[config.mk]
export PLATFORM = sky130hd
export DESIGN_NAME = tune_sleep_regs
export DESIGN_NICKNAME = d
export VERILOG_FILES = /design/src/rtl/tune_sleep_pkg.sv /design/src/rtl/clk_gate_ctl.sv /design/src/rtl/tune_sleep_regs.sv
export VERILOG_INCLUDE_DIRS = /design/src /design/src/rtl
export SDC_FILE = /design/constraint.sdc
export NUM_CORES = 1
export LEC_CHECK = 0
export BUFFER_PORTS_ARGS = -buffer_cell sky130_fd_sc_hd__buf_2
export CORE_MARGIN = 2
export CORE_UTILIZATION = 46
export CTS_CLUSTER_DIAMETER = 120
export DETAILED_ROUTE_END_ITERATION = 10
export GPL_ROUTABILITY_DRIVEN = 1
export HOLD_SLACK_MARGIN = 0.06
export PLACE_DENSITY = 0.84
export SETUP_SLACK_MARGIN = 0.05
export SYNTH_ARGS = -nofsm -noshare
export SYNTH_HDL_FRONTEND = slang
export SYNTH_SLANG_ARGS = --single-unit
[constraint.sdc]
create_clock -name sys_clk -period 1.55 [get_ports sys_clk]
set_input_delay 0.155 -clock sys_clk [delete_from_list [all_inputs] [get_ports sys_clk]]
set_output_delay 0.155 -clock sys_clk [all_outputs]
set_load 0.01 [all_outputs]
[src/rtl/tune_sleep_consts.svh]
/*
  Offsets, field positions, reset values and factors of the tuning/clock-gate
  and modulation/sleep configuration registers.
  Assumes inclusion by bare name from design files.
*/
`ifndef TUNE_SLEEP_CONSTS_SVH
`define TUNE_SLEEP_CONSTS_SVH

// ==========================================================
// Register offsets
`define OFS_TUNE_UPPER 4'h2
`define OFS_MOD_SLEEP 4'h3

// ==========================================================
// Field positions, first register
`define TUNE_MSB 7
`define TUNE_LSB 2
`define CLKEN_BIT 1
`define CLKON_BIT 0

// ==========================================================
// Field positions, second register
`define MODSEL_BIT 7
`define SLEEP_MSB 6
`define SLEEP_LSB 2
`define SLEEPX_BIT 1
`define LIMX_BIT 0

// ==========================================================
// Reset values
`define TUNE_UPPER_RST 8'h7b
`define MOD_SLEEP_RST 8'h60

// ==========================================================
// Decode constants
`define NARROW_BASE 13'hc00
`define TUNE_STEP_SHIFT 7
`define SLEEP_TICKS 11'h400
`define SLEEP_X_ON 4'h8
`define SLEEP_X_OFF 4'h1
`define LIM_X_ON 2'h2
`define LIM_X_OFF 2'h1
`define NARROW_MAX 13'hfff

`endif

[src/rtl/tune_sleep_pkg.sv]
/*
  Types shared by the configuration bank.
  Assumes nothing beyond the constants header.
*/
package tune_sleep_pkg;
  // Operating modes of the transceiver
  typedef enum logic [2:0] {
    MODE_IDLE = 3'b000,
    MODE_TX = 3'b001,
    MODE_RX_POLL = 3'b010,
    MODE_RX = 3'b011,
    MODE_FD_MASTER = 3'b101,
    MODE_FD_SLAVE = 3'b111
  } op_mode_t;

  // Register write request
  typedef struct packed {
    logic wr;
    logic [3:0] addr;
    logic [7:0] data;
  } reg_wr_t;

  // Wake events that may switch the clock on
  typedef struct packed {
    logic bit_check_ok;
    logic wake_request_pin;
    logic status_power_on;
  } wake_ev_t;
endpackage : tune_sleep_pkg

[src/rtl/clk_gate_ctl.sv]
/*
  Clock output gate for the host clock pin.
  Assumes the divided clock arrives as a one-cycle enable-free level.
*/
`timescale 1ns/1ps
module clk_gate_ctl (
  // Control bits
  input wire logic clock_out_enable,
  input wire logic clock_on,
  input wire logic link_mode,
  // Divided clock in and pin out
  input wire logic clk_src,
  output logic clk_pin
);
  // ==========================================================
  // Gate: off when enable low, follows the source when both set in a link mode
  always_comb begin
    clk_pin = link_mode & clock_out_enable & clock_on & clk_src;
  end
endmodule : clk_gate_ctl

[src/rtl/tune_sleep_regs.sv]
/*
  Tuning-upper/clock-gate and modulation/sleep configuration registers.
  Assumes synchronous writes from the serial interface decoder and sync inputs.
*/
`timescale 1ns/1ps
`include "tune_sleep_consts.svh"
// How it works
// - Clock pin off unless both enables set
// - Clock-on bit set at reset; once cleared, clock stays off until a wake event or a write sets it
// - Wake pin, power-on status and, in receive modes, bit check set the clock-on bit
// - Modulation select FSK/ASK, ignored in duplex
// - Sleep interval is field times 1024 times factor
// - Sleep extend gives factor 1 or 8
// - Limit extend doubles bit-timing windows in receive modes only
// - Second register field layout
// - Thirteen-bit word from upper and lower bits
// - Narrow range word limited to 3072..4095
module tune_sleep_regs (
  // Clock and reset
  input wire logic sys_clk,
  input wire logic resetn,
  // Register access
  input tune_sleep_pkg::reg_wr_t wr_req,
  input wire logic [3:0] rd_addr,
  output logic [7:0] rd_data,
  // Context from other registers and status
  input tune_sleep_pkg::op_mode_t op_mode,
  input wire logic pll_range_wide,
  input wire logic [6:0] tune_lower,
  input tune_sleep_pkg::wake_ev_t wake_ev,
  input wire logic clk_src,
  // Decoded outputs
  output logic clk_pin,
  output logic [12:0] carrier_word,
  output logic ask_active,
  output logic [15:0] sleep_units,
  output logic [1:0] limit_factor
);
  import tune_sleep_pkg::*;

  logic [7:0] tune_r; // Tuning upper and clock-gate register
  logic [7:0] tune_nxt;
  logic [7:0] mod_r; // Modulation and sleep register
  logic [7:0] mod_nxt;
  logic [12:0] word_nxt; // Decoded carrier word
  logic rx_mode; // Receive or receive polling
  logic link_mode; // Receive, transmit or duplex
  logic wake_any; // Any wake event
  logic [17:0] sleep_full; // Sleep interval before the cut to 16 bits

  // Upper tuning value as a function of range bit
  function automatic logic [12:0] upper_val(input logic wide, input logic [5:0] f);
    if (wide) begin
      upper_val = {f, 7'h00};
    end else begin
      upper_val = `NARROW_BASE + {3'h0, f[2:0], 7'h00};
    end
  endfunction : upper_val

  // ==========================================================
  // Mode decode
  always_comb begin
    rx_mode = (op_mode == MODE_RX) || (op_mode == MODE_RX_POLL);
    link_mode = rx_mode || (op_mode == MODE_TX) || (op_mode == MODE_FD_MASTER)
      || (op_mode == MODE_FD_SLAVE);
    wake_any = (wake_ev.bit_check_ok & rx_mode) | wake_ev.wake_request_pin
      | wake_ev.status_power_on;
  end

  // ==========================================================
  // Sleep interval: field times ticks times extension, kept wide so the
  // largest setting does not wrap before the deliberate 16-bit cut
  always_comb begin
    sleep_full = 18'(mod_r[`SLEEP_MSB:`SLEEP_LSB]) * 18'(`SLEEP_TICKS)
      * 18'(mod_r[`SLEEPX_BIT] ? `SLEEP_X_ON : `SLEEP_X_OFF);
  end

  // ==========================================================
  // Next register values: write, then wake set wins
  always_comb begin
    tune_nxt = tune_r;
    mod_nxt = mod_r;
    if (wr_req.wr && wr_req.addr == `OFS_TUNE_UPPER) begin
      tune_nxt = wr_req.data;
    end
    if (wr_req.wr && wr_req.addr == `OFS_MOD_SLEEP) begin
      mod_nxt = wr_req.data;
    end
    // Hardware set beats software clear
    if (wake_any) begin
      tune_nxt[`CLKON_BIT] = 1'b1;
    end
  end

  // Register update
  always_ff @(posedge sys_clk or negedge resetn) begin
    if (!resetn) begin
      tune_r <= `TUNE_UPPER_RST;
      mod_r <= `MOD_SLEEP_RST;
    end else begin
      tune_r <= tune_nxt;
      mod_r <= mod_nxt;
    end
  end

  // ==========================================================
  // Carrier word: upper plus lower, clamped in narrow range
  always_comb begin
    word_nxt = upper_val(pll_range_wide, tune_r[`TUNE_MSB:`TUNE_LSB])
      | {6'h00, tune_lower};
    if (!pll_range_wide && word_nxt > `NARROW_MAX) begin
      word_nxt = `NARROW_MAX;
    end
  end

  // Decoded outputs registered
  always_ff @(posedge sys_clk or negedge resetn) begin
    if (!resetn) begin
      carrier_word <= 13'h0000;
      ask_active <= 1'b0;
      sleep_units <= 16'h0000;
      limit_factor <= `LIM_X_OFF;
    end else begin
      carrier_word <= word_nxt;
      // Duplex ignores modulation select
      ask_active <= mod_r[`MODSEL_BIT] && (op_mode == MODE_TX || rx_mode);
      // Units of data clock periods, top bits cut; zero outside receive
      sleep_units <= rx_mode ? sleep_full[15:0] : 16'h0000;
      limit_factor <= (rx_mode && mod_r[`LIMX_BIT]) ? `LIM_X_ON : `LIM_X_OFF;
    end
  end

  // ==========================================================
  // Read back
  always_comb begin
    case (rd_addr)
      `OFS_TUNE_UPPER: rd_data = tune_r;
      `OFS_MOD_SLEEP: rd_data = mod_r;
      default: rd_data = 8'h00;
    endcase
  end

  // Clock pin gate
  clk_gate_ctl u_gate (
    .clock_out_enable(tune_r[`CLKEN_BIT]),
    .clock_on(tune_r[`CLKON_BIT]),
    .link_mode(link_mode),
    .clk_src(clk_src),
    .clk_pin(clk_pin)
  );

  // ==========================================================
  // Checks
  property p_wake_sets;
    @(posedge sys_clk) disable iff (!resetn) wake_any |=> tune_r[`CLKON_BIT];
  endproperty
  a_wake_sets: assert property (p_wake_sets) else $error("wake did not set clock on");

  property p_clk_off;
    @(posedge sys_clk) disable iff (!resetn) !tune_r[`CLKEN_BIT] |-> !clk_pin;
  endproperty
  a_clk_off: assert property (p_clk_off) else $error("clock pin ran while disabled");

  property p_narrow;
    @(posedge sys_clk) disable iff (!resetn)
      !pll_range_wide |=> carrier_word >= `NARROW_BASE && carrier_word <= `NARROW_MAX;
  endproperty
  a_narrow: assert property (p_narrow) else $error("narrow word out of range");

  property p_fd_fsk;
    @(posedge sys_clk) disable iff (!resetn)
      (op_mode == MODE_FD_MASTER || op_mode == MODE_FD_SLAVE) |=> !ask_active;
  endproperty
  a_fd_fsk: assert property (p_fd_fsk) else $error("ask in duplex");

  property p_limx;
    @(posedge sys_clk) disable iff (!resetn)
      (rx_mode && mod_r[`LIMX_BIT]) |=> limit_factor == 2'h2;
  endproperty
  a_limx: assert property (p_limx) else $error("limit factor not doubled");

  property p_sleep_tx;
    @(posedge sys_clk) disable iff (!resetn) (op_mode == MODE_TX) |=> sleep_units == 16'h0000;
  endproperty
  a_sleep_tx: assert property (p_sleep_tx) else $error("sleep active in transmit");

  property p_wide;
    @(posedge sys_clk) disable iff (!resetn)
      pll_range_wide |=> carrier_word[12:7] == $past(tune_r[7:2]);
  endproperty
  a_wide: assert property (p_wide) else $error("wide decode wrong");

  property p_layout;
    @(posedge sys_clk) disable iff (!resetn)
      (wr_req.wr && wr_req.addr == `OFS_MOD_SLEEP) |=> mod_r == $past(wr_req.data);
  endproperty
  a_layout: assert property (p_layout) else $error("second register write lost");

  // Enabled but not yet woken: the pin must stay quiet
  property p_clk_wait;
    @(posedge sys_clk) disable iff (!resetn)
      (tune_r[`CLKEN_BIT] && !tune_r[`CLKON_BIT]) |-> !clk_pin;
  endproperty
  a_clk_wait: assert property (p_clk_wait) else $error("clock pin ran before wake");

  // Narrow range: top three field bits ignored, base of 3072
  property p_narrow_step;
    @(posedge sys_clk) disable iff (!resetn)
      !pll_range_wide |=> carrier_word[12:10] == 3'h3
      && carrier_word[9:7] == $past(tune_r[`TUNE_LSB+2:`TUNE_LSB]);
  endproperty
  a_narrow_step: assert property (p_narrow_step) else $error("narrow decode wrong");

  // Lower tuning bits pass straight into the word
  property p_lower;
    @(posedge sys_clk) disable iff (!resetn)
      ##1 carrier_word[6:0] == $past(tune_lower);
  endproperty
  a_lower: assert property (p_lower) else $error("lower tuning bits lost");

  // Plain sleep: each field step is 1024 data clock periods
  property p_sleep_plain;
    @(posedge sys_clk) disable iff (!resetn)
      (rx_mode && !mod_r[`SLEEPX_BIT]) |=>
      sleep_units == {1'b0, $past(mod_r[`SLEEP_MSB:`SLEEP_LSB]), 10'h000};
  endproperty
  a_sleep_plain: assert property (p_sleep_plain) else $error("plain sleep wrong");

  // Extended sleep: eight times longer, top bits cut to the output width
  property p_sleep_ext;
    @(posedge sys_clk) disable iff (!resetn)
      (rx_mode && mod_r[`SLEEPX_BIT]) |=>
      sleep_units == {$past(mod_r[`SLEEP_LSB+2:`SLEEP_LSB]), 13'h0000};
  endproperty
  a_sleep_ext: assert property (p_sleep_ext) else $error("extended sleep wrong");
endmodule : tune_sleep_regs

Word-level counts from Yosys, hierarchy flattened
Cells that the tools add are included.

Bits in registers: 48. Output and inout bits: 41.

$add $sub $neg: 1. Multiply operators: 1. Order comparisons: 1. Equality and inequality tests: 9. Multiplexer cells: 8. Bitwise gates (word level): 7. Reduce and logical (&&, ||, !) cells: 11.

Operator list (number): two-way mux 13 bit (2); equality test 4 x 2 -> 1 bit (second input constant) (4); two-way mux 16 bit (1); case mux 8 bit (2 select lines) (1); adder 12 x 10 -> 13 bit (first input constant) (1); greater-than comparator 13 x 12 -> 1 bit (second input constant) (1); OR 13 x 7 -> 13 bit (1); equality test 3 x 2 -> 1 bit (second input constant) (2); equality test 3 bit (second input constant) (2); multiplier 5 x 4 -> 6 bit (1); logical AND 1 bit (5); AND 1 bit (4); logical OR 1 bit (4); two-way mux 4 bit (1); equality test 3 x 1 -> 1 bit (second input constant) (1); two-way mux 1 bit (2); two-way mux 2 bit (1); OR 1 bit (2); nonzero test 2 bit (1); logical NOT 1 bit (1).

Depth between registers and ports, before layout
Gate-level depths: netlist of the first run.

Depth in word-level cells: 8. Gate-level depth with buffers: 5. Depth with buffers taken out: 4.

Hierarchy
A second synthesis of the first run with hierarchy kept.

Cells, all modules: 125. Area, all modules: 1631.6 sq um.

By module, submodules not included: tune_sleep_regs (instances 1, cells an instance 124, area an instance 1622.8 sq um, sequential area each 962.2 sq um); clk_gate_ctl (instances 1, cells an instance 1, area an instance 8.8 sq um, sequential area each 0.0 sq um).

Least setup slack after synthesis of the first run
No wires, ideal clock.

Kind: register to register. Start point: reg mod_r[1]. End point: reg sleep_units[14]. Library setup time: 0.119 ns. Arrival time: 1.300 ns. Slack: 0.131 ns. Stages on the path, launching flop included: 5. Period minus slack after synthesis: 1.419 ns. Cells stage by stage: dfrtp_1 > clkbuf_1 > mux2_2 > ha_1 > and2_1.

Cells in the longest elaborated chain, start to end: 3.

RTL lines: start: declaration (line tune_sleep_regs.sv:43) `logic [7:0] mod_r;`; start signal: assignment (line tune_sleep_regs.sv:99) `` mod_r <= `MOD_SLEEP_RST; ``; start signal: assignment (line tune_sleep_regs.sv:102) `mod_r <= mod_nxt;`; two-way mux 4 bit (no source line); multiplier 5 x 4 -> 6 bit (line tune_sleep_regs.sv:74) `` sleep_full = 18'(mod_r[`SLEEP_MSB:`SLEEP_LSB]) * 18'(`SLEEP_TICKS) ``; two-way mux 16 bit (line tune_sleep_regs.sv:128) `sleep_units <= rx_mode ? sleep_full[15:0] : 16'h0000;`; end signal: assignment (line tune_sleep_regs.sv:128); end: declaration (line tune_sleep_regs.sv:36) `output logic [15:0] sleep_units,`.

No other way between the ends. A chain may end at the register's enable or synchronous reset.

Worst setup path in the final report of the first run
Start point: in wake_ev[1] in the netlist's numbering. End point: reg tune_r[0].

Cells in the longest elaborated chain, start to end: 3.

RTL lines: start: declaration (line tune_sleep_regs.sv:30) `input tune_sleep_pkg::wake_ev_t wake_ev,`; OR 1 bit * (line tune_sleep_regs.sv:66) `wake_any = (wake_ev.bit_check_ok & rx_mode) | wake_ev.wake_request_pin`; OR 1 bit * (line tune_sleep_regs.sv:67) `| wake_ev.status_power_on;`; two-way mux 1 bit / nonzero test 2 bit (equally long branches); end signal: assignment (line tune_sleep_regs.sv:98) `` tune_r <= `TUNE_UPPER_RST; ``; end signal: assignment (line tune_sleep_regs.sv:101) `tune_r <= tune_nxt;`; end: declaration (line tune_sleep_regs.sv:41) `logic [7:0] tune_r;`.

Mark *: on every way between the ends. The rest lies on a longest branch, timed or not.

==> impl_metrics.py, run 1 <==
metrics = {
    "cts": {
        "cts-htree-levels": 2,
        "root_buffer": "clkbuf_4",
        "cts_tree": "yes",
        "post_cts_resized": 0,
        "clock-sinks": 38,
        "clk_pin_slew_ps": 100,
        "postCtsSetupRepairBufs": 0,
        "numCtsBuffers": 5,
        "cts_buffer_depth": 2,
        "clk_latency_ps": 340,
    },
    "finish": {
        "fin_area_sq_um": 2190,
        "nFillCells": 272,
        "finalNetCount": 239,
        "antenna_cells": 0,
        "areaGrowthSynthToFinish_pct": 34.3,
        "drive_gt1_frac": 0.488,
    },
    "global_routing": {
        "overflow": 0,
        "grt_pass1_vias": 1089,
        "antenna_found_initial": 0,
        "grt_max_degree": 39,
        "grt_pass1_wl_mm": 4.98,
        "grt_use_total": 0.169,
    },
    "synthesis": {
        "seq_area_frac_synth": 0.591,
        "yosysUniqueCellTypes": 26,
        "syn_inst": 124,
        "avgSynthCellArea_sq_um": 13.1,
        "ys_ff_latch": 38,
        "yosysTopAreaCellShare": 0.446,
        "yosysWarningCount": 0,
        "synth.most_common_cell": "dfrtp_1",
        "synth_edf_count": 0,
        "async_flop_share": 1.00,
        "ys_top_cells_by_area": "dfrtp_1 (45%), dfstp_2 (15%), mux2_4 (7.4%), mux2i_1 (5.5%), mux2_2 (5.5%)",
        "synth_area_sq_um": 1630,
        "synth_common_cells": "dfrtp_1 (29), nor2_1 (12), clkbuf_1 (11), buf_4 (10)",
        "synth_top_flop_cell": "dfrtp_1",
        "yosysTopAreaCell": "dfrtp_1",
    },
    "power_and_ir_drop": {
        "p_sw_frac": 0.262,
        "power_leakage_uw": 0.00115,
        "p_per_area_nw_per_um2": 1040,
        "p_total_uw": 2280,
        "internal_power_uw": 1680,
        "power_frac_clock": 0.229,
        "ir_drop_uv": 550,
        "p_seq_frac": 0.555,
        "p_comb_frac": 0.216,
        "p_switching_uw": 597,
    },
    "worst_setup_path": {
        "arrival_ps": 1650,
        "startpoint_type": "input pin",
        "path_cells": "dlygate4sd3_1 > buf_2 > a211oi_1 > dlygate4sd3_1 > o311ai_0",
        "cp_num_buf_inv": 3,
        "worstSetupPathType": "in2reg",
        "cp.required_ps": 1800,
        "cp_top_family": "buffers and inverters",
        "crit_slowest_cell": "dlygate4sd3_1",
        "cp_max_fo": 1,
        "cpPeakStageDelay_ps": 570,
        "cp_common_cell": "dlygate4sd3_1",
        "end_kind": "flip-flop",
    },
    "sta": {
        "max_freq_mhz": 716,
        "timing.final.max_slew_violations": 0,
        "max_slew_margin": 0.657,
        "rsz0062_at_grt": "no",
        "tightest_slew_ps": 514,
        "finalSetupTns_ps": 0,
        "setup_viol": 0,
        "final.period_utilization": 0.902,
        "fin_crit_ps": 1400,
        "fin_skew_ps": 3.95,
        "finalHoldViolations": 0,
    },
    "drt": {
        "drcViolationCount": 0,
        "first_pass_iters": 4,
        "finalWirelength_mm": 3.20,
        "drt_iter0_markers": 57,
        "vias_per_cell": 4.44,
        "postRouteAntennaNets": 0,
        "vias": 1114,
        "routedWlPerCell_um": 12.7,
    },
    "placement": {
        "port_buffers": 64,
        "place.gp.congestion": 0.807,
        "place_hpwl_mm": 2.17,
        "post_dp_cell_area_sq_um": 1930,
    },
    "die": {
        "fp.dieH_um": 63.5,
        "start_util": 0.484,
        "core_sq_um": 3360,
        "row_count": 21,
        "die-area_sq_um": 4030,
        "ios": 75,
        "die_w_um": 63.5,
    },
    "worst_hold_path": {
        "min_path_type": "in2reg",
    },
    "job": {
        "drv_cap": 0,
    },
    "outcome": {
        "outcome": "complete, no violations",
    },
}
-- through the flow --
stage	utilization	std cells	hold WS [ps]	setup WS (ps)
after global routing	0.650	251	76.5	91.8
after detailed placement	0.573	223	223	142
after floorplan	-	134	-141	131
after global placement	0.573	223	222	178
after CTS	0.650	251	73.7	157
final	0.650	251	88.3	152
-- flip-flops by register name, summed over array words and instances (netlist names) --
register,cells
carrier_word,13
mod_r,8
tune_r,8
sleep_units,6
limit_factor,2
ask_active,1
-- cells in the final DEF, fill, tap and decap left out, drive strengths merged, types with 2 or more instances in the layout --
cell          n
nor3b         4
nor2         13
dfstp         9
clkbuf        7
buf          66
inv           3
nand2b        3
dlygate4sd3  20
nand2         3
and2          2
dfrtp        29
mux2         16
mux2i         9
conb         11
-- power by group through the flow --
stage | logic [uW] | registers (uW) | clock network (uW)
5_1_grt | 537 | 1290 | 600
3_3_place_gp | 445 | 1280 | 0
3_5_place_dp | 458 | 1280 | 0
6_report | 492 | 1260 | 521
2_1_floorplan | 291 | 1290 | 0
4_1_cts | 498 | 1260 | 542
-- final cells by class --
class | count | area (sq um) | area share
timing repair buffer | 86 | 536 | 0.245
clock inverter | 1 | 5.00 | 0.00229
sequential | 38 | 962 | 0.440
clock buffer | 7 | 55.1 | 0.0252
multi-input combinational | 70 | 559 | 0.256
inverter | 3 | 11.3 | 0.00515
tap | 46 | 57.6 | 0.0263
-- timing repair --
item | CTS | global route
hold buffers | 20 | 0
hold endpoints to repair | 56 | 0
endpoints found under the setup margin | 0 | 0
-- kinds of logic after synthesis --
group | Yosys count | share of synthesized area
compound gates | 4 | 0.0200
xor+xnor | 1 | 0.00538
fa+ha+maj | 1 | 0.00769
buf+inv | 26 | 0.0884
flops | 38 | 0.591
mux | 25 | 0.184
other cells | 1 | 0.00230
simple gates | 28 | 0.101
-- worst reg2reg max path: stages (launching register included) --
cell     delay (ps)
dfrtp_1         430
mux2_2          280
ha_1            280
and2_1          130
-- path summary, 6_finish.rpt --
kind | endpoint | slack [ps] | startpoint | cells past startpoint
max | tune_r[0] | 150 | wake_ev[1] | 5
min | ask_active | 90 | op_mode[0] | 3
max reg2reg | sleep_units[14] | 340 | mod_r[3] | 3
min reg2reg | carrier_word[7] | 410 | tune_r[2] | 0
max in group asynchronous | tune_r[0] | 820 | resetn | 3
min in group asynchronous | carrier_word[8] | 380 | resetn | 3
-- metal layers --
metal / vias up / global-route usage / share of wire
li1: 539 / - / -
met2: 48 / 0.279 / 0.50
met4: 0 / 0.0815 / 0.021
met5: - / 0 / 0
met1: 523 / 0.187 / 0.40
met3: 4 / 0.0714 / 0.074
Note: power is estimated with default switching activity, not from simulation.
==> inputs of run 2 (changes only) <==
--- a/config.mk
+++ b/config.mk
@@ -8,12 +8,13 @@
 export LEC_CHECK = 0
 export BUFFER_PORTS_ARGS = -buffer_cell sky130_fd_sc_hd__buf_2
 export CORE_MARGIN = 2
-export CORE_UTILIZATION = 46
+export CORE_UTILIZATION = 35
+export CTS_BUF_LIST = sky130_fd_sc_hd__clkbuf_4
 export CTS_CLUSTER_DIAMETER = 120
 export DETAILED_ROUTE_END_ITERATION = 10
 export GPL_ROUTABILITY_DRIVEN = 1
 export HOLD_SLACK_MARGIN = 0.06
-export PLACE_DENSITY = 0.84
+export PLACE_DENSITY = 0.68
 export SETUP_SLACK_MARGIN = 0.05
 export SYNTH_ARGS = -nofsm -noshare
 export SYNTH_HDL_FRONTEND = slang
==> impl_metrics.py, run 2 (synthesized netlist as in run 1, its figures left out) <==
metrics = {
    "outcome": {
        "outcome": "complete, no violations",
    },
    "worst_setup_path": {
        "crit_slowest_cell": "dlygate4sd3_1",
        "end_kind": "flip-flop",
        "cp_num_buf_inv": 3,
        "startpoint_type": "input pin",
        "cpPeakStageDelay_ps": 560,
        "arrival_ps": 1630,
        "worstSetupPathType": "in2reg",
        "cp_max_fo": 1,
        "cp.required_ps": 1800,
        "cp_common_cell": "dlygate4sd3_1",
        "cp_top_family": "buffers and inverters",
        "path_cells": "dlygate4sd3_1 > buf_2 > a211oi_1 > dlygate4sd3_1 > o311ai_0",
    },
    "global_routing": {
        "overflow": 0,
        "grt_max_degree": 39,
        "grt_pass1_vias": 1026,
        "grt_pass1_wl_mm": 4.95,
        "grt_use_total": 0.128,
        "antenna_found_initial": 0,
    },
    "sta": {
        "timing.final.max_slew_violations": 0,
        "final.period_utilization": 0.893,
        "rsz0062_at_grt": "no",
        "fin_crit_ps": 1380,
        "setup_viol": 0,
        "fin_skew_ps": 7.40,
        "max_freq_mhz": 723,
        "finalHoldViolations": 0,
        "finalSetupTns_ps": 0,
    },
    "die": {
        "core_sq_um": 4410,
        "die_w_um": 72.2,
        "start_util": 0.369,
        "fp.dieH_um": 72.2,
        "row_count": 24,
        "ios": 75,
        "die-area_sq_um": 5210,
    },
    "cts": {
        "cts-htree-levels": 2,
        "post_cts_resized": 0,
        "clk_latency_ps": 340,
        "root_buffer": "clkbuf_4",
        "clock-sinks": 38,
        "numCtsBuffers": 5,
        "clk_pin_slew_ps": 110,
        "cts_buffer_depth": 2,
        "cts_tree": "yes",
    },
    "placement": {
        "place.gp.congestion": 0.756,
        "port_buffers": 64,
        "post_dp_cell_area_sq_um": 1930,
        "place_hpwl_mm": 2.30,
    },
    "job": {
        "drv_cap": 0,
    },
    "finish": {
        "nFillCells": 408,
        "final_cell_mix": "buf_2 (64), dfrtp_1 (29), dlygate4sd3_1 (20)",
        "largest_reg_flops": 13,
        "drive_gt1_frac": 0.490,
        "areaGrowthSynthToFinish_pct": 37.7,
        "final_common_cell": "buf_2",
        "finalNetCount": 240,
        "largest_register": "carrier_word",
        "top_regs": "carrier_word (13), mod_r (8), tune_r (8)",
        "fin_area_sq_um": 2240,
        "antenna_cells": 0,
    },
    "drt": {
        "drt_iter0_markers": 54,
        "vias": 1160,
        "first_pass_iters": 4,
        "finalWirelength_mm": 3.29,
        "vias_per_cell": 4.50,
        "routedWlPerCell_um": 12.8,
        "drcViolationCount": 0,
        "postRouteAntennaNets": 0,
    },
    "power_and_ir_drop": {
        "p_per_area_nw_per_um2": 1150,
        "ir_drop_uv": 430,
        "power_leakage_uw": 0.00117,
    },
    "worst_hold_path": {
        "min_path_type": "in2reg",
    },
}
[run 2: changes by cell type in the layout (fill, tap and decap cells not counted)]
cell and delta:
buf_4 +1, clkbuf_8 -1, clkbuf_1 -1, clkinv_2 -1, bufinv_16 +2, clkinv_1 +1
[run 2: what timing repair did]
item | CTS | global route
endpoints found under the setup margin | 0 | 1
buffers inserted | 0 | 1
hold buffers | 18 | 2
endpoints found under the hold margin | 50 | 3
[run 2: stage by stage]
| step | setup slack [ps] | hold slack (ps) | util | std cells | power, uW |
|---|---|---|---|---|---|
| finish | 166 | 83.8 | 0.508 | 258 | 2570 |
| CTS | 148 | 65.5 | 0.502 | 255 | 2590 |
| floorplan | 131 | -141 | - | 134 | 1580 |
| global route | 61.5 | 91.2 | 0.508 | 258 | 2710 |
| detailed placement | 153 | 227 | 0.438 | 229 | 1740 |
| global placement | 180 | 225 | 0.438 | 229 | 1730 |
[run 2: final cells by class]
cell class                 instances  area, sq um  area share
clock inverter                     3         63.8      0.0285
timing repair buffer              87          543       0.242
tap                               52         65.1      0.0290
inverter                           3         11.3     0.00502
multi-input combinational         70          559       0.249
sequential                        38          962       0.429
clock buffer                       5         37.5      0.0167
[run 2: worst paths after layout]
kind,end,slack (ps),from,cells after the start
setup / recovery,tune_r[0],170,wake_ev[1],5
hold / removal,tune_r[0],80,wr_req[8],2
setup reg to reg,sleep_units[14],260,mod_r[1],4
hold reg to reg,carrier_word[8],410,tune_r[3],0
max in group asynchronous,tune_r[6],810,resetn,3
min in group asynchronous,sleep_units[15],380,resetn,3
[run 2: metal layers]
| layer | GRT usage | wire [um] |
|---|---|---|
| met5 | 0 | 0 |
| met1 | 0.155 | 1380 |
| met4 | 0.0503 | 53 |
| met3 | 0.0528 | 306 |
| met2 | 0.204 | 1550 |
[run 2: power breakdown]
part           internal [uW]  leakage (uW)  switching (uW)  total, uW
sequential              1170      0.000454            86.7       1260
combinational            294      0.000661             212        506
clock                    497     0.0000528             311        808
